[src/radio_regs_pkg.sv]
// Register map constants and carrier types for the radio register bank
package radio_regs_pkg;

  // ---------------------------------------------------------------
  // Widths
  // ---------------------------------------------------------------
  localparam int ADDR_W       = 6;
  localparam int DATA_W       = 8;
  localparam int BANK_DEPTH   = 64;
  localparam int A_COUNT_W    = 5;
  localparam int N_COUNT_W    = 7;
  localparam int CHAN_W       = 7;
  localparam int SYNTH_SUM_W  = 12;
  localparam int SPREAD_BYTES = 8;
  localparam int SERIAL_BYTES = 4;
  localparam int BIT_CNT_W    = 3;

  // ---------------------------------------------------------------
  // Register addresses
  // ---------------------------------------------------------------
  localparam logic [5:0] ADDR_REVISION        = 6'h00;
  localparam logic [5:0] ADDR_SYNTH_A         = 6'h01;
  localparam logic [5:0] ADDR_SYNTH_N         = 6'h02;
  localparam logic [5:0] ADDR_SERIALIZER      = 6'h06;
  localparam logic [5:0] ADDR_RX_IRQ_EN       = 6'h07;
  localparam logic [5:0] ADDR_RX_IRQ_FLAGS    = 6'h08;
  localparam logic [5:0] ADDR_RX_BYTE_FIRST   = 6'h09;
  localparam logic [5:0] ADDR_RX_VALID_FIRST  = 6'h0a;
  localparam logic [5:0] ADDR_RX_BYTE_SECOND  = 6'h0b;
  localparam logic [5:0] ADDR_RX_VALID_SECOND = 6'h0c;
  localparam logic [5:0] ADDR_TX_IRQ_EN       = 6'h0d;
  localparam logic [5:0] ADDR_TX_IRQ_FLAGS    = 6'h0e;
  localparam logic [5:0] ADDR_TX_BYTE         = 6'h0f;
  localparam logic [5:0] ADDR_TX_BYTE_VALID   = 6'h10;
  localparam logic [5:0] ADDR_SPREAD_FIRST    = 6'h11;
  localparam logic [5:0] ADDR_SPREAD_LAST     = 6'h18;
  localparam logic [5:0] ADDR_THRESH_LOW      = 6'h19;
  localparam logic [5:0] ADDR_THRESH_HIGH     = 6'h1a;
  localparam logic [5:0] ADDR_WAKE_EN         = 6'h1c;
  localparam logic [5:0] ADDR_WAKE_FLAGS      = 6'h1d;
  localparam logic [5:0] ADDR_ANALOG          = 6'h20;
  localparam logic [5:0] ADDR_RF_FREQ         = 6'h21;
  localparam logic [5:0] ADDR_SIGNAL          = 6'h22;
  localparam logic [5:0] ADDR_AMP_POWER       = 6'h23;
  localparam logic [5:0] ADDR_CRYSTAL         = 6'h24;
  localparam logic [5:0] ADDR_OSC_CAL         = 6'h26;
  localparam logic [5:0] ADDR_GAIN_LOOP       = 6'h2e;
  localparam logic [5:0] ADDR_CARRIER         = 6'h2f;
  localparam logic [5:0] ADDR_CLOCK_OVERRIDE  = 6'h32;
  localparam logic [5:0] ADDR_CLOCK_GATE      = 6'h33;
  localparam logic [5:0] ADDR_SETTLE          = 6'h38;
  localparam logic [5:0] ADDR_SERIAL_FIRST    = 6'h3c;
  localparam logic [5:0] ADDR_SERIAL_LAST     = 6'h3f;

  // ---------------------------------------------------------------
  // Reset values and fields
  // ---------------------------------------------------------------
  localparam logic [7:0]  RST_ZERO        = 8'h00;
  localparam logic [7:0]  RST_SERIALIZER  = 8'h03;
  localparam logic [63:0] RST_SPREAD      = 64'h1e8b6a3de0e9b222;
  localparam logic [7:0]  RST_THRESH_LOW  = 8'h08;
  localparam logic [7:0]  RST_THRESH_HIGH = 8'h38;
  localparam logic [7:0]  RST_ANALOG      = 8'h04;
  localparam logic [7:0]  RST_SETTLE      = 8'h64;
  localparam int          CMD_DIR_BIT     = 7;
  localparam int          CMD_INC_BIT     = 6;
  localparam int          RF_MODE_BIT     = 7;
  localparam logic [6:0]  N_COUNT_MIN     = 7'h4a;
  localparam logic [6:0]  N_COUNT_MAX     = 7'h4c;

  // ---------------------------------------------------------------
  // Carrier types
  // ---------------------------------------------------------------
  typedef struct packed {
    logic [7:0] rx_irq_flags;
    logic [7:0] rx_byte_first;
    logic [7:0] rx_valid_first;
    logic [7:0] rx_byte_second;
    logic [7:0] rx_valid_second;
    logic [7:0] tx_irq_flags;
    logic [7:0] wake_irq_flags;
    logic [7:0] signal_strength;
  } radio_status_type;

  typedef struct packed {
    logic [7:0]  serializer_control;
    logic [7:0]  rx_irq_enable;
    logic [7:0]  tx_irq_enable;
    logic [7:0]  tx_byte;
    logic [7:0]  tx_byte_valid;
    logic [63:0] spreading_code;
    logic [7:0]  correlator_threshold_low;
    logic [7:0]  correlator_threshold_high;
    logic [7:0]  wake_irq_enable;
    logic [7:0]  analog_settings;
    logic [7:0]  rf_frequency_select;
    logic [7:0]  amplifier_power_level;
    logic [7:0]  crystal_trim;
    logic [7:0]  oscillator_calibration;
    logic [7:0]  gain_loop_control;
    logic [7:0]  carrier_sense;
    logic [7:0]  clock_override;
    logic [7:0]  synth_settle_count;
    logic [7:0]  clock_gate_enable;
    logic        synth_manual;
    logic [4:0]  synth_a_count;
    logic [6:0]  synth_n_count;
    logic        synth_counts_valid;
  } radio_config_type;

  typedef enum logic {
    CMD_PHASE  = 1'b0,
    DATA_PHASE = 1'b1
  } spi_phase_type;

endpackage

[src/serial_port_frontend.sv]
// Four-wire serial port shifter: pin sync, byte assembly, read-data shift
`timescale 1ns/1ps
module serial_port_frontend
  import radio_regs_pkg::*;
(
  input  wire logic       sys_clk,
  input  wire logic       reset,
  input  wire logic       spi_sck,
  input  wire logic       spi_mosi,
  input  wire logic       spi_ss_n,
  output logic            spi_miso,
  output logic            spi_miso_oe,
  output logic            frame_idle,
  output logic            byte_valid,
  output logic [7:0]      rx_byte,
  input  wire logic       tx_load,
  input  wire logic [7:0] tx_data
);

  // ---------------------------------------------------------------
  // Pin synchronisers
  // ---------------------------------------------------------------
  logic                 sck_meta;
  logic                 sck_sync;
  logic                 sck_prev;
  logic                 mosi_meta;
  logic                 mosi_sync;
  logic                 ss_meta;
  logic                 ss_sync;
  logic                 sck_rise;
  logic                 sck_fall;
  logic [BIT_CNT_W-1:0] bit_count;
  logic [7:0]           shift_in;
  logic [7:0]           shift_out;
  logic [7:0]           tx_hold;

  always_ff @(posedge sys_clk) begin
    if (reset) begin
      sck_meta  <= 1'b0;
      sck_sync  <= 1'b0;
      sck_prev  <= 1'b0;
      mosi_meta <= 1'b0;
      mosi_sync <= 1'b0;
      ss_meta   <= 1'b1;
      ss_sync   <= 1'b1;
    end else begin
      sck_meta  <= spi_sck;
      sck_sync  <= sck_meta;
      sck_prev  <= sck_sync;
      mosi_meta <= spi_mosi;
      mosi_sync <= mosi_meta;
      ss_meta   <= spi_ss_n;
      ss_sync   <= ss_meta;
    end
  end

  assign sck_rise   = sck_sync & ~sck_prev & ~ss_sync;
  assign sck_fall   = ~sck_sync & sck_prev & ~ss_sync;
  assign frame_idle = ss_sync;

  // ---------------------------------------------------------------
  // Byte assembly, MSB first, sampled on rising clock
  // ---------------------------------------------------------------
  always_ff @(posedge sys_clk) begin
    if (reset || ss_sync) begin
      bit_count  <= '0;
      shift_in   <= 8'h00;
      byte_valid <= 1'b0;
      rx_byte    <= 8'h00;
    end else begin
      byte_valid <= 1'b0;
      if (sck_rise) begin
        bit_count <= bit_count + 3'h1;
        shift_in  <= {shift_in[6:0], mosi_sync};
        if (bit_count == 3'h7) begin
          byte_valid <= 1'b1;
          rx_byte    <= {shift_in[6:0], mosi_sync};
        end
      end
    end
  end

  // ---------------------------------------------------------------
  // Read data, changed on falling clock; loaded at byte boundary
  // ---------------------------------------------------------------
  always_ff @(posedge sys_clk) begin
    if (reset || ss_sync) begin
      tx_hold   <= 8'h00;
      shift_out <= 8'h00;
    end else begin
      if (tx_load) begin
        tx_hold <= tx_data;
      end
      if (sck_fall) begin
        if (bit_count == 3'h0) begin
          shift_out <= tx_hold;
        end else begin
          shift_out <= {shift_out[6:0], 1'b0};
        end
      end
    end
  end

  assign spi_miso    = shift_out[7];
  assign spi_miso_oe = ~ss_sync;

endmodule // serial_port_frontend

[src/radio_register_map.sv]
// Register bank of the radio transceiver behind the four-wire serial port
`timescale 1ns/1ps

// Overview of operation
// - Multi-address registers are little-endian, least significant byte lowest.
// - Revision bits 7:4 are read-only silicon revision, counting up from zero.
// - Revision bits 3:0 are read-only and return a fixed product code.
// - A count lives in bits 4:0, values 0 to 31.
// - Frequency register bit 7 selects channel tuning or manual A and N.
// - In channel tuning, A and N reads return counts derived from channel.
// - N count lives in bits 6:0, bit 7 reserved; valid 74 to 76.
module radio_register_map
  import radio_regs_pkg::*;
#(
  // Arbitrary neutral values, set per build
  parameter logic [3:0]  SILICON_REVISION = 4'h0,
  parameter logic [3:0]  PRODUCT_CODE     = 4'h5,
  parameter logic [31:0] FACTORY_SERIAL   = 32'h0000_0000,
  // Synthesizer total count for channel zero
  parameter logic [11:0] SYNTH_BASE_COUNT = 12'h944
) (
  input  wire logic             sys_clk,
  input  wire logic             reset,
  input  wire logic             spi_sck,
  input  wire logic             spi_mosi,
  input  wire logic             spi_ss_n,
  output logic                  spi_miso,
  output logic                  spi_miso_oe,
  input  wire radio_status_type radio_status,
  output radio_config_type      radio_config
);

  // ---------------------------------------------------------------
  // Declarations
  // ---------------------------------------------------------------
  logic [DATA_W-1:0]      bank [0:BANK_DEPTH-1];
  logic                   frame_idle;
  logic                   byte_valid;
  logic [7:0]             rx_byte;
  logic                   tx_load;
  logic [7:0]             tx_data;
  spi_phase_type          phase;
  logic                   cmd_write;
  logic                   cmd_inc;
  logic [ADDR_W-1:0]      cur_addr;
  logic [ADDR_W-1:0]      addr_sel;
  logic                   reading;
  logic                   write_strobe;
  logic [ADDR_W-1:0]      wr_addr;
  logic [7:0]             wr_data;
  logic [7:0]             wr_old;
  logic [7:0]             read_data;
  logic [7:0]             chan_reg;
  logic [7:0]             a_reg;
  logic [7:0]             n_reg;
  logic                   manual_mode;
  logic [SYNTH_SUM_W-1:0] synth_sum;
  logic [A_COUNT_W-1:0]   derived_a;
  logic [N_COUNT_W-1:0]   derived_n;
  logic [A_COUNT_W-1:0]   eff_a;
  logic [N_COUNT_W-1:0]   eff_n;
  radio_config_type       next_config;

  // ---------------------------------------------------------------
  // Serial port front end
  // ---------------------------------------------------------------
  serial_port_frontend u_frontend (
    .sys_clk     (sys_clk),
    .reset       (reset),
    .spi_sck     (spi_sck),
    .spi_mosi    (spi_mosi),
    .spi_ss_n    (spi_ss_n),
    .spi_miso    (spi_miso),
    .spi_miso_oe (spi_miso_oe),
    .frame_idle  (frame_idle),
    .byte_valid  (byte_valid),
    .rx_byte     (rx_byte),
    .tx_load     (tx_load),
    .tx_data     (tx_data)
  );

  // ---------------------------------------------------------------
  // Helpers
  // ---------------------------------------------------------------
  function automatic logic is_writable(input logic [ADDR_W-1:0] a);
    unique case (a)
      ADDR_SYNTH_A, ADDR_SYNTH_N, ADDR_SERIALIZER, ADDR_RX_IRQ_EN,
      ADDR_TX_IRQ_EN, ADDR_TX_BYTE, ADDR_TX_BYTE_VALID,
      ADDR_THRESH_LOW, ADDR_THRESH_HIGH, ADDR_WAKE_EN, ADDR_ANALOG,
      ADDR_RF_FREQ, ADDR_AMP_POWER, ADDR_CRYSTAL, ADDR_OSC_CAL,
      ADDR_GAIN_LOOP, ADDR_CARRIER, ADDR_CLOCK_OVERRIDE,
      ADDR_CLOCK_GATE, ADDR_SETTLE:
        is_writable = 1'b1;
      default:
        is_writable = (a >= ADDR_SPREAD_FIRST) && (a <= ADDR_SPREAD_LAST);
    endcase
  endfunction

  function automatic logic [7:0] reset_value(input logic [ADDR_W-1:0] a);
    logic [ADDR_W-1:0] k;
    k = a - ADDR_SPREAD_FIRST;
    unique case (a)
      ADDR_SERIALIZER:  reset_value = RST_SERIALIZER;
      ADDR_THRESH_LOW:  reset_value = RST_THRESH_LOW;
      ADDR_THRESH_HIGH: reset_value = RST_THRESH_HIGH;
      ADDR_ANALOG:      reset_value = RST_ANALOG;
      ADDR_SETTLE:      reset_value = RST_SETTLE;
      default: begin
        if ((a >= ADDR_SPREAD_FIRST) && (a <= ADDR_SPREAD_LAST)) begin
          reset_value = RST_SPREAD[k[2:0]*8 +: 8];
        end else begin
          reset_value = RST_ZERO;
        end
      end
    endcase
  endfunction

  // ---------------------------------------------------------------
  // Synthesizer counts
  // ---------------------------------------------------------------
  assign chan_reg    = bank[ADDR_RF_FREQ];
  assign a_reg       = bank[ADDR_SYNTH_A];
  assign n_reg       = bank[ADDR_SYNTH_N];
  assign manual_mode = chan_reg[RF_MODE_BIT];
  assign synth_sum   = SYNTH_BASE_COUNT
                     + {{(SYNTH_SUM_W-CHAN_W){1'b0}}, chan_reg[CHAN_W-1:0]};
  assign derived_a   = synth_sum[A_COUNT_W-1:0];
  assign derived_n   = synth_sum[A_COUNT_W +: N_COUNT_W];
  assign eff_a = manual_mode ? a_reg[A_COUNT_W-1:0] : derived_a;
  assign eff_n = manual_mode ? n_reg[N_COUNT_W-1:0] : derived_n;

  // ---------------------------------------------------------------
  // Transaction tracking
  // ---------------------------------------------------------------
  always_comb begin
    if (phase == CMD_PHASE) begin
      addr_sel = rx_byte[ADDR_W-1:0];
      reading  = ~rx_byte[CMD_DIR_BIT];
    end else begin
      addr_sel = cmd_inc ? cur_addr + 6'h01 : cur_addr;
      reading  = ~cmd_write;
    end
  end

  always_ff @(posedge sys_clk) begin
    if (reset || frame_idle) begin
      phase     <= CMD_PHASE;
      cmd_write <= 1'b0;
      cmd_inc   <= 1'b0;
      cur_addr  <= '0;
    end else if (byte_valid) begin
      phase    <= DATA_PHASE;
      cur_addr <= addr_sel;
      if (phase == CMD_PHASE) begin
        cmd_write <= rx_byte[CMD_DIR_BIT];
        cmd_inc   <= rx_byte[CMD_INC_BIT];
      end
    end
  end

  assign write_strobe = byte_valid && (phase == DATA_PHASE) && cmd_write;
  assign wr_addr      = cur_addr;
  assign wr_data      = rx_byte;
  assign wr_old       = bank[wr_addr];

  // ---------------------------------------------------------------
  // Register storage
  // ---------------------------------------------------------------
  // Read-only and unmapped addresses never enter the bank
  always_ff @(posedge sys_clk) begin
    if (reset) begin
      for (int i = 0; i < BANK_DEPTH; i++) begin
        bank[i] <= reset_value(ADDR_W'(i));
      end
    end else if (write_strobe && is_writable(wr_addr)) begin
      unique case (wr_addr)
        ADDR_SYNTH_A:
          bank[wr_addr] <= {3'h0, wr_data[A_COUNT_W-1:0]};
        ADDR_SYNTH_N:
          bank[wr_addr] <= {1'h0, wr_data[N_COUNT_W-1:0]};
        default:
          bank[wr_addr] <= wr_data;
      endcase
    end
  end

  // ---------------------------------------------------------------
  // Read multiplexer
  // ---------------------------------------------------------------
  always_comb begin
    logic [ADDR_W-1:0] k;
    k = addr_sel - ADDR_SERIAL_FIRST;
    unique case (addr_sel)
      ADDR_REVISION:
        read_data = {SILICON_REVISION, PRODUCT_CODE};
      ADDR_SYNTH_A:        read_data = {3'h0, eff_a};
      ADDR_SYNTH_N:        read_data = {1'h0, eff_n};
      ADDR_RX_IRQ_FLAGS:   read_data = radio_status.rx_irq_flags;
      ADDR_RX_BYTE_FIRST:  read_data = radio_status.rx_byte_first;
      ADDR_RX_VALID_FIRST: read_data = radio_status.rx_valid_first;
      ADDR_RX_BYTE_SECOND: read_data = radio_status.rx_byte_second;
      ADDR_RX_VALID_SECOND:read_data = radio_status.rx_valid_second;
      ADDR_TX_IRQ_FLAGS:   read_data = radio_status.tx_irq_flags;
      ADDR_WAKE_FLAGS:     read_data = radio_status.wake_irq_flags;
      ADDR_SIGNAL:         read_data = radio_status.signal_strength;
      default: begin
        if (addr_sel >= ADDR_SERIAL_FIRST) begin
          read_data = FACTORY_SERIAL[k[1:0]*8 +: 8];
        end else if (is_writable(addr_sel)) begin
          read_data = bank[addr_sel];
        end else begin
          read_data = RST_ZERO;
        end
      end
    endcase
  end

  // Registered so the front end sees stable data well before the edge
  always_ff @(posedge sys_clk) begin
    if (reset) begin
      tx_load <= 1'b0;
      tx_data <= 8'h00;
    end else begin
      tx_load <= byte_valid && reading;
      if (byte_valid && reading) begin
        tx_data <= read_data;
      end
    end
  end

  // ---------------------------------------------------------------
  // Configuration outputs
  // ---------------------------------------------------------------
  always_comb begin
    next_config                           = '0;
    next_config.serializer_control        = bank[ADDR_SERIALIZER];
    next_config.rx_irq_enable             = bank[ADDR_RX_IRQ_EN];
    next_config.tx_irq_enable             = bank[ADDR_TX_IRQ_EN];
    next_config.tx_byte                   = bank[ADDR_TX_BYTE];
    next_config.tx_byte_valid             = bank[ADDR_TX_BYTE_VALID];
    for (int b = 0; b < SPREAD_BYTES; b++) begin
      next_config.spreading_code[b*8 +: 8] =
        bank[ADDR_SPREAD_FIRST + ADDR_W'(b)];
    end
    next_config.correlator_threshold_low  = bank[ADDR_THRESH_LOW];
    next_config.correlator_threshold_high = bank[ADDR_THRESH_HIGH];
    next_config.wake_irq_enable           = bank[ADDR_WAKE_EN];
    next_config.analog_settings           = bank[ADDR_ANALOG];
    next_config.rf_frequency_select       = chan_reg;
    next_config.amplifier_power_level     = bank[ADDR_AMP_POWER];
    next_config.crystal_trim              = bank[ADDR_CRYSTAL];
    next_config.oscillator_calibration    = bank[ADDR_OSC_CAL];
    next_config.gain_loop_control         = bank[ADDR_GAIN_LOOP];
    next_config.carrier_sense             = bank[ADDR_CARRIER];
    next_config.clock_override            = bank[ADDR_CLOCK_OVERRIDE];
    next_config.synth_settle_count        = bank[ADDR_SETTLE];
    next_config.clock_gate_enable         = bank[ADDR_CLOCK_GATE];
    next_config.synth_manual              = manual_mode;
    next_config.synth_a_count             = eff_a;
    next_config.synth_n_count             = eff_n;
    // Out-of-range N is flagged rather than clamped
    next_config.synth_counts_valid = (eff_n >= N_COUNT_MIN)
                                  && (eff_n <= N_COUNT_MAX);
  end

  always_ff @(posedge sys_clk) begin
    if (reset) begin
      radio_config <= '0;
    end else begin
      radio_config <= next_config;
    end
  end

  // ---------------------------------------------------------------
  // Assertions
  // ---------------------------------------------------------------
  a_revision_fixed: assert property (
    @(posedge sys_clk) disable iff (reset)
    (byte_valid && reading && addr_sel == ADDR_REVISION)
      |=> tx_load && tx_data == {SILICON_REVISION, PRODUCT_CODE})
    else $error("revision read returned wrong value");

  a_product_code: assert property (
    @(posedge sys_clk) disable iff (reset)
    (tx_load && $past(addr_sel) == ADDR_REVISION && $past(reading))
      |-> tx_data[3:0] == PRODUCT_CODE)
    else $error("product code changed");

  a_ro_write_ignored: assert property (
    @(posedge sys_clk) disable iff (reset)
    (write_strobe && !is_writable(wr_addr))
      |=> bank[$past(wr_addr)] == $past(wr_old))
    else $error("write to read-only address changed state");

  a_a_count_store: assert property (
    @(posedge sys_clk) disable iff (reset)
    (write_strobe && wr_addr == ADDR_SYNTH_A)
      |=> a_reg == {3'h0, $past(wr_data[4:0])})
    else $error("A count not stored in bits 4:0");

  a_n_count_store: assert property (
    @(posedge sys_clk) disable iff (reset)
    (write_strobe && wr_addr == ADDR_SYNTH_N)
      |=> n_reg == {1'h0, $past(wr_data[6:0])})
    else $error("N count not stored in bits 6:0");

  a_mode_select: assert property (
    @(posedge sys_clk) disable iff (reset)
    $past(manual_mode)
      |-> radio_config.synth_a_count == $past(a_reg[4:0])
       && radio_config.synth_n_count == $past(n_reg[6:0]))
    else $error("manual mode does not use stored counts");

  a_derived_read: assert property (
    @(posedge sys_clk) disable iff (reset)
    (byte_valid && reading && addr_sel == ADDR_SYNTH_A && !manual_mode)
      |=> tx_data == {3'h0, $past(derived_a)})
    else $error("A read in channel mode not derived");

  a_derived_n_read: assert property (
    @(posedge sys_clk) disable iff (reset)
    (byte_valid && reading && addr_sel == ADDR_SYNTH_N && !manual_mode)
      |=> tx_data == {1'h0, $past(derived_n)})
    else $error("N read in channel mode not derived");

  a_channel_mode: assert property (
    @(posedge sys_clk) disable iff (reset)
    (!$past(manual_mode) && !$past(reset))
      |-> radio_config.synth_a_count == $past(derived_a)
       && radio_config.synth_n_count == $past(derived_n))
    else $error("channel mode does not use derived counts");

  a_a_count_range: assert property (
    @(posedge sys_clk) disable iff (reset)
    a_reg[7:A_COUNT_W] == 3'h0)
    else $error("A count reserved bits not zero");

  a_spread_order: assert property (
    @(posedge sys_clk) disable iff (reset)
    (write_strobe && wr_addr == ADDR_SPREAD_FIRST)
      ##1 1'b1 |=> radio_config.spreading_code[7:0] == $past(wr_data, 2))
    else $error("lowest spreading address is not the low byte");

endmodule // radio_register_map

[config.mk]
export PLATFORM = sky130hd
export DESIGN_NAME = radio_register_map
export DESIGN_NICKNAME = d
export VERILOG_FILES = /design/src/radio_regs_pkg.sv /design/src/serial_port_frontend.sv /design/src/radio_register_map.sv
export SDC_FILE = /design/constraint.sdc
export NUM_CORES = 1
export LEC_CHECK = 0
export BUFFER_PORTS_ARGS = -buffer_cell sky130_fd_sc_hd__buf_2
export CAP_MARGIN = 20
export CORE_MARGIN = 2
export CORE_UTILIZATION = 55
export CTS_BUF_LIST = sky130_fd_sc_hd__clkbuf_8
export DETAILED_ROUTE_END_ITERATION = 10
export PLACE_DENSITY_LB_ADDON = 0.25
export SETUP_SLACK_MARGIN = 0.2
export SLEW_MARGIN = 20
export SYNTH_ARGS = -nofsm -noshare
export SYNTH_HDL_FRONTEND = slang
export SYNTH_SLANG_ARGS = --single-unit
export TNS_END_PERCENT = 5
[constraint.sdc]
create_clock -name sys_clk -period 6.9 [get_ports sys_clk]
set_clock_uncertainty 0.15 [all_clocks]
set_input_delay 0.345 -clock sys_clk [delete_from_list [all_inputs] [get_ports sys_clk]]
set_output_delay 0.345 -clock sys_clk [all_outputs]
set_load 0.02 [all_outputs]
==> results of run 1 <==
## what timing repair did
item | 4_1_cts | 5_1_grt
buffers inserted | 0 | 0
endpoints found under the hold margin | 4 | 0
endpoints found under the setup margin | 0 | 0
hold buffers | 5 | 0
## cell type report
type | instances | area, µm²
multi-input cells | 1764 | 11100
flip-flops and latches | 765 | 20200
clock inverters | 77 | 653
inverters | 14 | 52.6
well taps | 765 | 957
diodes | 1 | 2.50
repair buffers | 344 | 1900
fillers | 4388 | 20800
clock buffers | 144 | 1980
## worst max path at each step
stage | from | endpoint | slack, ns
after global placement | cur_addr[1]$_SDFFE_PP0P_ | tx_data[6]$_SDFFE_PP0P_ | 2.34
after floorplan | cur_addr[1]$_SDFFE_PP0P_ | bank[57][0]$_SDFFCE_PN0P_ | 3.43
after CTS | cur_addr[1]$_SDFFE_PP0P_ | tx_data[0]$_SDFFE_PP0P_ | 2.03
after detailed placement | cur_addr[1]$_SDFFE_PP0P_ | tx_data[6]$_SDFFE_PP0P_ | 2.13
after global routing | cur_addr[1]$_SDFFE_PP0P_ | tx_data[0]$_SDFFE_PP0P_ | 1.68
final | cur_addr[1]$_SDFFE_PP0P_ | tx_data[0]$_SDFFE_PP0P_ | 2.02
## stage by stage
stage          cell area [µm²]  setup slack, ns  cells
2_1_floorplan            32400             3.43   2772
3_3_place_gp             34100             2.34   3647
3_5_place_dp             34100             2.13   3647
4_1_cts                  36800             2.03   3873
5_1_grt                  36800             1.68   3874
6_report                 36800             2.02   3874
## cell families (layout without fill, tap and decap cells)
kind of cell / Yosys count / after routing / synth area share [%]
adder cells (fa/ha/maj): 10 / 10 / 0.391
buffers and inverters: 243 / 579 / 3.78
flip-flops: 765 / 765 / 63.0
other: 1 / 105 / 0.0117
multiplexers: 171 / 171 / 7.12
AND/OR/NAND/NOR: 1241 / 1241 / 19.9
XOR/XNOR: 6 / 6 / 0.246
AO/OA/AOI/OAI: 232 / 232 / 5.55
## flip-flops by register name (all words and copies together) (netlist names), 3 cells and up
register and count:
u_frontend.rx_byte 8, bank 484, u_frontend.tx_hold 8, u_frontend.bit_count 3, radio_config 221, tx_data 8, cur_addr 6, u_frontend.shift_out 8
u_frontend.shift_in 7
## synth_stat cells, types with 5 or more instances
library cell | count | area share, %
a2111oi_0 | 5 | 0.14
a211oi_1 | 21 | 0.49
a21oi_1 | 49 | 0.77
a221oi_1 | 5 | 0.14
a22o_1 | 14 | 0.38
a22oi_1 | 21 | 0.49
a31oi_1 | 22 | 0.43
a32oi_1 | 11 | 0.30
and2_1 | 30 | 0.59
and3_1 | 152 | 3.0
and4_1 | 6 | 0.16
buf_1 | 9 | 0.11
buf_12 | 5 | 0.31
buf_2 | 45 | 0.70
buf_4 | 8 | 0.19
buf_6 | 14 | 0.49
clkbuf_1 | 146 | 1.7
dfxtp_1 | 281 | 18
edfxtp_1 | 484 | 45
ha_1 | 10 | 0.39
inv_1 | 13 | 0.15
mux2i_1 | 124 | 3.9
mux4_2 | 44 | 3.1
nand2_1 | 290 | 3.4
nand2b_1 | 51 | 1.0
nand3_1 | 103 | 1.6
nand4_1 | 29 | 0.57
nor2_1 | 249 | 2.9
nor2b_1 | 222 | 4.3
nor3_1 | 28 | 0.44
nor3b_1 | 9 | 0.21
nor4_1 | 8 | 0.16
o211ai_1 | 6 | 0.14
o21ai_0 | 15 | 0.23
o221a_2 | 5 | 0.18
o22ai_1 | 6 | 0.12
or2_2 | 14 | 0.27
or3_1 | 23 | 0.45
## power groups by stage
stage	clock network, mW	registers, mW	logic (mW)
2_1_floorplan	0	5.25	0.171
3_3_place_gp	0	5.21	0.380
3_5_place_dp	0	5.22	0.384
4_1_cts	4.15	5.13	0.388
5_1_grt	4.35	5.14	0.418
6_report	4.13	5.13	0.390
## cells in the final DEF, fill, tap and decap left out, drive strengths merged, types with 17 or more instances in the layout
cell type / Yosys / routed
nand2b: 51 / 51
mux2i: 125 / 125
a21oi: 51 / 51
buf: 83 / 339
nor3: 32 / 32
o21ai: 17 / 17
or3: 23 / 23
nand4: 30 / 30
edfxtp: 484 / 484
mux4: 44 / 44
a22oi: 21 / 21
a211oi: 21 / 21
inv: 14 / 53
a31oi: 24 / 24
and3: 152 / 152
conb: 1 / 104
dfxtp: 281 / 281
nor2: 249 / 249
nor2b: 223 / 223
clkinv: 0 / 24
nand2: 291 / 291
and2: 30 / 30
clkbuf: 146 / 144
nand3: 105 / 105
## metal layers
metal  vias to the layer above  GRT usage [%]
li1                      10100              -
met4                         2           16.6
met3                       319           6.79
met5                         -              0
met1                     11200           41.1
met2                      1519           50.7
==> run summary, run 1 <==
status -> finished, violations left
failing checks -> negative hold slack
critical path depth in cells -> 11
Pwr Total -> 9.65 mW
share of layout cells above drive strength 1 -> 20.4%
core region area -> 0.0576 mm²
Worst-Skew Late Latency -> 0.76 ns
Die H -> 245 µm
final period utilization -> 70.8%
Synth-to-Final Area Change -> 15.1%
met1 wire length -> 36.2 mm
syn_area_per_cell -> 12.0 µm²
Worst Hold Path Cells -> 2
ys async rst share -> 0%
Sw Share -> 22.4%
Required @ worst endpoint -> 7.43 ns
FF-to-FF setup slack -> 2.02 ns
hold crit path type -> input pin to flip-flop
Final HPWL DP -> 64.5 mm
reg2reg path depth -> 11
I/O pins -> 293
Total GRT Usage -> 31.8%
Worst path top cell family by delay -> compound AO/OA/AOI/OAI gates
initial antenna violation count -> 2
Wirelength per Cell -> 24.9 µm
sw power -> 2.16 mW
Buf+Inv Stages, Crit Path -> 2
Site Rows -> 88
Post-synth EDFFs -> 484
final hold violation count -> 4
Port Buffers -> 292
worst hold start -> reset
Synth Cell Area -> 0.0320 mm²
Initial Util -> 55.5%
RSZ-0062 raised after global routing -> no
Peak VDD IR -> 0.188 mV
Die ar. -> 0.0601 mm²
largest net degree at the start of global routing -> 167
Netlist cell types -> 96
Fmax achieved -> 205 MHz
crit path max fanout -> 57
GRT Residual Overflow -> 0
Worst-path clk slew -> 0.07 ns
ys flop type -> edfxtp_1
clk root buf -> clkbuf_8
vias in the first global route -> 22400
hold endpoint -> u_frontend.sck_prev$_SDFF_PP0_
Nets -> 3086
drt pass-1 iters -> 8
metal2 WL -> 44.6 mm
max_slew headroom -> 29.1%
Setup-failing EPs final -> 0
Die X -> 245 µm
Synth Warn # -> 0
final wirelength -> 96.6 mm
Max-cap violations -> 0
H-tree depth -> 3
DRC -> 0
Hold Slack -> -0.0663 ns
initial DRC count -> 2965
post-CTS resize count -> 0
Worst Path Class, Setup -> flip-flop to flip-flop
post-synthesis sequential area ratio -> 63.0%
cells after synthesis -> 2669
worst-margin pin slew -> 1.06 ns
clock sink count -> 765
Setup crit end kind -> flip-flop
DR WL met3 -> 10.4 mm
Placer Congestion -> 0.994
Reg-to-Reg End -> tx_data[0]$_SDFFE_PP0P_
CP max stage delay -> 0.90 ns
Clock Power Share -> 42.8%
global-route wire length before repair -> 141 mm
maximum root-to-sink buffer count -> 3
register share of total power -> 53.1%
Internal -> 7.49 mW
CTS Buf Count -> 118
R2R Path Start -> cur_addr[1]$_SDFFE_PP0P_
min cycle time layout -> 4.88 ns
uppermost routed layer -> met5
fin util -> 63.9%
Critical Path Slowest Stage Cell -> dfxtp_1
setup TNS -> 0 ns
Slew Viols, Final -> 0
Arr. time, crit path -> 5.42 ns
TritonCTS clock tree -> yes
#FFs+latches synth -> 765
Static Leakage -> 14.6 nW
crit path cell chain -> inv_1, ha_1, mux2i_1, a21o_4, nand2_1, nor3_1, a22o_1, a2111oi_0, nand3_1, dlygate4sd3_1, a32o_1
via count -> 23200
CP Launch Type -> flip-flop
Final ANT Viol Nets -> 0
via/cell ratio -> 5.98
pwr dens -> 262 mW/mm²
Gate power share -> 4.0%
No activity file was read; power rests on OpenSTA's default activity.
==> run 2, diff against run 1 <==
--- a/config.mk
+++ b/config.mk
@@ -5,6 +5,7 @@
 export SDC_FILE = /design/constraint.sdc
 export NUM_CORES = 1
 export LEC_CHECK = 0
+export ABC_AREA = 1
 export BUFFER_PORTS_ARGS = -buffer_cell sky130_fd_sc_hd__buf_2
 export CAP_MARGIN = 20
 export CORE_MARGIN = 2
==> constraint.sdc (replaced) <==
create_clock -name sys_clk -period 4.78 [get_ports sys_clk]
set_clock_uncertainty 0.15 [all_clocks]
set_input_delay 0.239 -clock sys_clk [delete_from_list [all_inputs] [get_ports sys_clk]]
set_output_delay 0.239 -clock sys_clk [all_outputs]
set_load 0.02 [all_outputs]
==> run summary, run 2 <==
via/cell ratio -> 5.18 (-13%)
Slew Viols, Final -> 0 (unchanged)
clk root buf -> clkbuf_8
# fillers -> 4737 (+8.0%)
placed inst area -> 0.0345 mm² (+1.1%)
Placer Congestion -> 0.951 (-4.4%)
I/O pins -> 293 (unchanged)
vias in the first global route -> 24400 (+9.1%)
most common cell in the netlist -> nand2_1
PnR worst setup slack -> 0.404 ns (-1.61 ns)
worst-margin pin slew -> 1.08 ns (+0.0256 ns)
min cycle time layout -> 4.38 ns (-0.509 ns)
ys flop type -> edfxtp_1
register share of total power -> 53.8% (+0.7 points)
Setup WS pre-CTS -> 1.13 ns (-0.994 ns)
Gate power share -> 5.4% (+1.4 points)
share of layout cells above drive strength 1 -> 13.1% (-7.3 points)
Final HPWL DP -> 60.8 mm (-5.8%)
Top reg by flops -> bank
Required @ worst endpoint -> 5.28 ns (-2.15 ns)
Worst Path Class, Setup -> flip-flop to flip-flop
Post-synth EDFFs -> 484 (unchanged)
final hold violation count -> 0 (-4)
Max-cap violations -> 0 (unchanged)
hold crit path type -> input pin to flip-flop
Arr. time, crit path -> 4.87 ns (-0.55 ns)
Die ar. -> 0.0606 mm² (+0.76%)
clock sink count -> 765 (unchanged)
Nets -> 4200 (+36%)
Largest regs -> bank: 484 flops, radio_config: 221 flops
fin area -> 0.0376 mm² (+2.3%)
Sw Share -> 23.3% (+0.89 points)
Netlist cell types -> 38 (-60%)
initial antenna violation count -> 2 (unchanged)
RSZ-0062 raised after global routing -> no
#FFs+latches synth -> 765 (unchanged)
Synth-to-Final Area Change -> 16.8%
drt pass-1 iters -> 6 (-2)
CP Launch Type -> flip-flop
status -> completed
Initial Util -> 55.8% (+0.22 points)
crit path max fanout -> 96 (+68%)
H-tree depth -> 3 (unchanged)
commonest cells in the netlist -> nand2_1 (1098), nor2_1 (756), edfxtp_1 (484)
commonest cells after routing, fill and taps aside -> nand2_1 (1093), nor2_1 (755), edfxtp_1 (484)
TritonCTS clock tree -> yes
global-route wire length before repair -> 139 mm (-1.9%)
Clock Power Share -> 40.8% (-2.0 points)
commonest non-fill, non-tap cell in the layout -> nand2_1
Setup-failing EPs final -> 0 (unchanged)
max_slew headroom -> 27.6% (-1.5 points)
core region area -> 0.0578 mm² (+0.38%)
initial DRC count -> 3032 (+2.3%)
maximum root-to-sink buffer count -> 3 (unchanged)
Total GRT Usage -> 30.3% (-1.5 points)
Internal -> 10.6 mW (+42%)
final wirelength -> 92.1 mm (-4.7%)
dominant cell type by area after synthesis -> edfxtp_1
Synth Warn # -> 0 (unchanged)
Die X -> 246 µm (+0.38%)
Port Buffers -> 292 (unchanged)
post-synthesis sequential area ratio -> 62.5% (-0.49 points)
CTS Buf Count -> 118 (unchanged)
final period utilization -> 91.5% (+21 points)
pwr dens -> 368 mW/mm² (+41%)
sw power -> 3.23 mW (+50%)
Wirelength per Cell -> 18.4 µm (-26%)
cells after synthesis -> 3713 (+39%)
largest cells by area after synthesis -> edfxtp_1 (45%), dfxtp_1 (17%), nand2_1 (13%)
syn_area_per_cell -> 8.68 µm² (-28%)
Die H -> 246 µm (+0.38%)
Peak VDD IR -> 0.241 mV (+28%)
Yosys top cell area share -> 45.1% (-0.35 points)
Worst-path clk slew -> 0.06 ns (about the same)
ys async rst share -> 0% (unchanged)
Setup crit end kind -> flip-flop
max reg flops -> 484 (unchanged)
DRC -> 0 (unchanged)
Worst-Skew Late Latency -> 0.76 ns (about the same)
GRT Residual Overflow -> 0 (unchanged)
via count -> 25800 (+12%)
largest net degree at the start of global routing -> 190 (+14%)
Static Leakage -> 16.9 nW (+16%)
Synth Cell Area -> 0.0322 mm² (+0.78%)
Fmax achieved -> 229 MHz (+12%)
setup TNS -> 0 ns (unchanged)
Final ANT Viol Nets -> 0 (unchanged)
Site Rows -> 88 (unchanged)
[run 2: changes by cell type after synthesis, moves of 146 or more]
cell,previous run,this run
nand2_1,290,1098
nor2_1,249,756
inv_1,13,408
nor2b_1,222,0
and3_1,152,0
o21ai_0,15,161
[run 2: cell type report]
type | instances | area [µm²] | share of cell area [%]
flip-flops and latches | 765 | 20200 | 53.6
repair buffers | 380 | 2340 | 6.22
clock inverters | 77 | 487 | 1.29
clock buffers | 148 | 2040 | 5.41
diodes | 1 | 2.50 | 0.00665
multi-input cells | 2432 | 10100 | 26.7
inverters | 424 | 1590 | 4.23
well taps | 765 | 957 | 2.54
[run 2: logic make-up (layout without fill, tap and decap cells)]
family | after synthesis | after routing | synth area share, %
and+or+nand+nor | 2048 | 2048 | 25.1
other | 1 | 105 | 0.0116
xor gates and xnor gates | 2 | 2 | 0.0544
adders and majority gates | 10 | 10 | 0.388
buffers and inverters | 619 | 1029 | 7.61
AOI/OAI and AO/OA | 268 | 268 | 4.32
DFF | 765 | 765 | 62.5
[run 2: worst paths after layout]
kind | from | end | slack [ns] | depth (start not counted)
worst max-delay path | cur_addr[0]$_SDFFE_PP0P_ | tx_data[0]$_SDFFE_PP0P_ | 0.40 | 15
worst min-delay path | spi_ss_n | u_frontend.ss_meta$_SDFF_PP1_ | 0.09 | 3
worst max register to register | cur_addr[0]$_SDFFE_PP0P_ | tx_data[0]$_SDFFE_PP0P_ | 0.40 | 15
worst min register to register | u_frontend.ss_meta$_SDFF_PP1_ | u_frontend.frame_idle$_SDFF_PP1_ | 0.25 | 1
[run 2: stage by stage]
step | total power, mW | util (%) | hold WS [ns] | std cells
floorplan | 8.02 | - | 0.193 | 3816
global placement | 8.30 | 59.6 | 0.241 | 4703
detailed placement | 8.31 | 59.6 | 0.243 | 4703
CTS | 13.9 | 65.1 | 0.0368 | 4991
global route | 14.3 | 65.1 | 0.0888 | 4992
finish | 13.9 | 65.1 | 0.0876 | 4992
[run 2: critical path: stages, from the launching register on]
cell and delay [ns]:
dfxtp_1 0.50, inv_2 0.17, ha_1 0.31, nand2_1 0.10
a31oi_4 0.21, buf_12 0.45, nand2_2 0.33, nor2_2 0.42
nand2_1 0.11, nand2_1 0.07, dlygate4sd3_1 0.54, nor2_1 0.04
dlygate4sd3_1 0.56, nand3_1 0.08, nor2_1 0.04, a21oi_1 0.15
[run 2: timing repair]
item	in CTS	in global routing
hold buffers	63	0
gates resized for setup	0	3
setup endpoints to repair	0	6
buffers inserted	0	0
endpoints found under the hold margin	81	0
[run 2: metal layers]
metal	global-route usage (%)	share of wire, %	wire length [µm]
met1	40.5	40	36600
met2	48.5	46	42600
met3	4.95	9.6	8800
met4	14.1	4.5	4150
met5	0	0.0098	9
[run 2: power groups by stage]
stage                     Clock (mW)  Combinational [mW]  Sequential, mW
after floorplan                    0               0.333            7.69
after global placement             0               0.712            7.59
after detailed placement           0               0.718            7.60
after CTS                       5.69               0.745            7.46
after global routing            6.01               0.824            7.48
final                           5.66               0.750            7.46
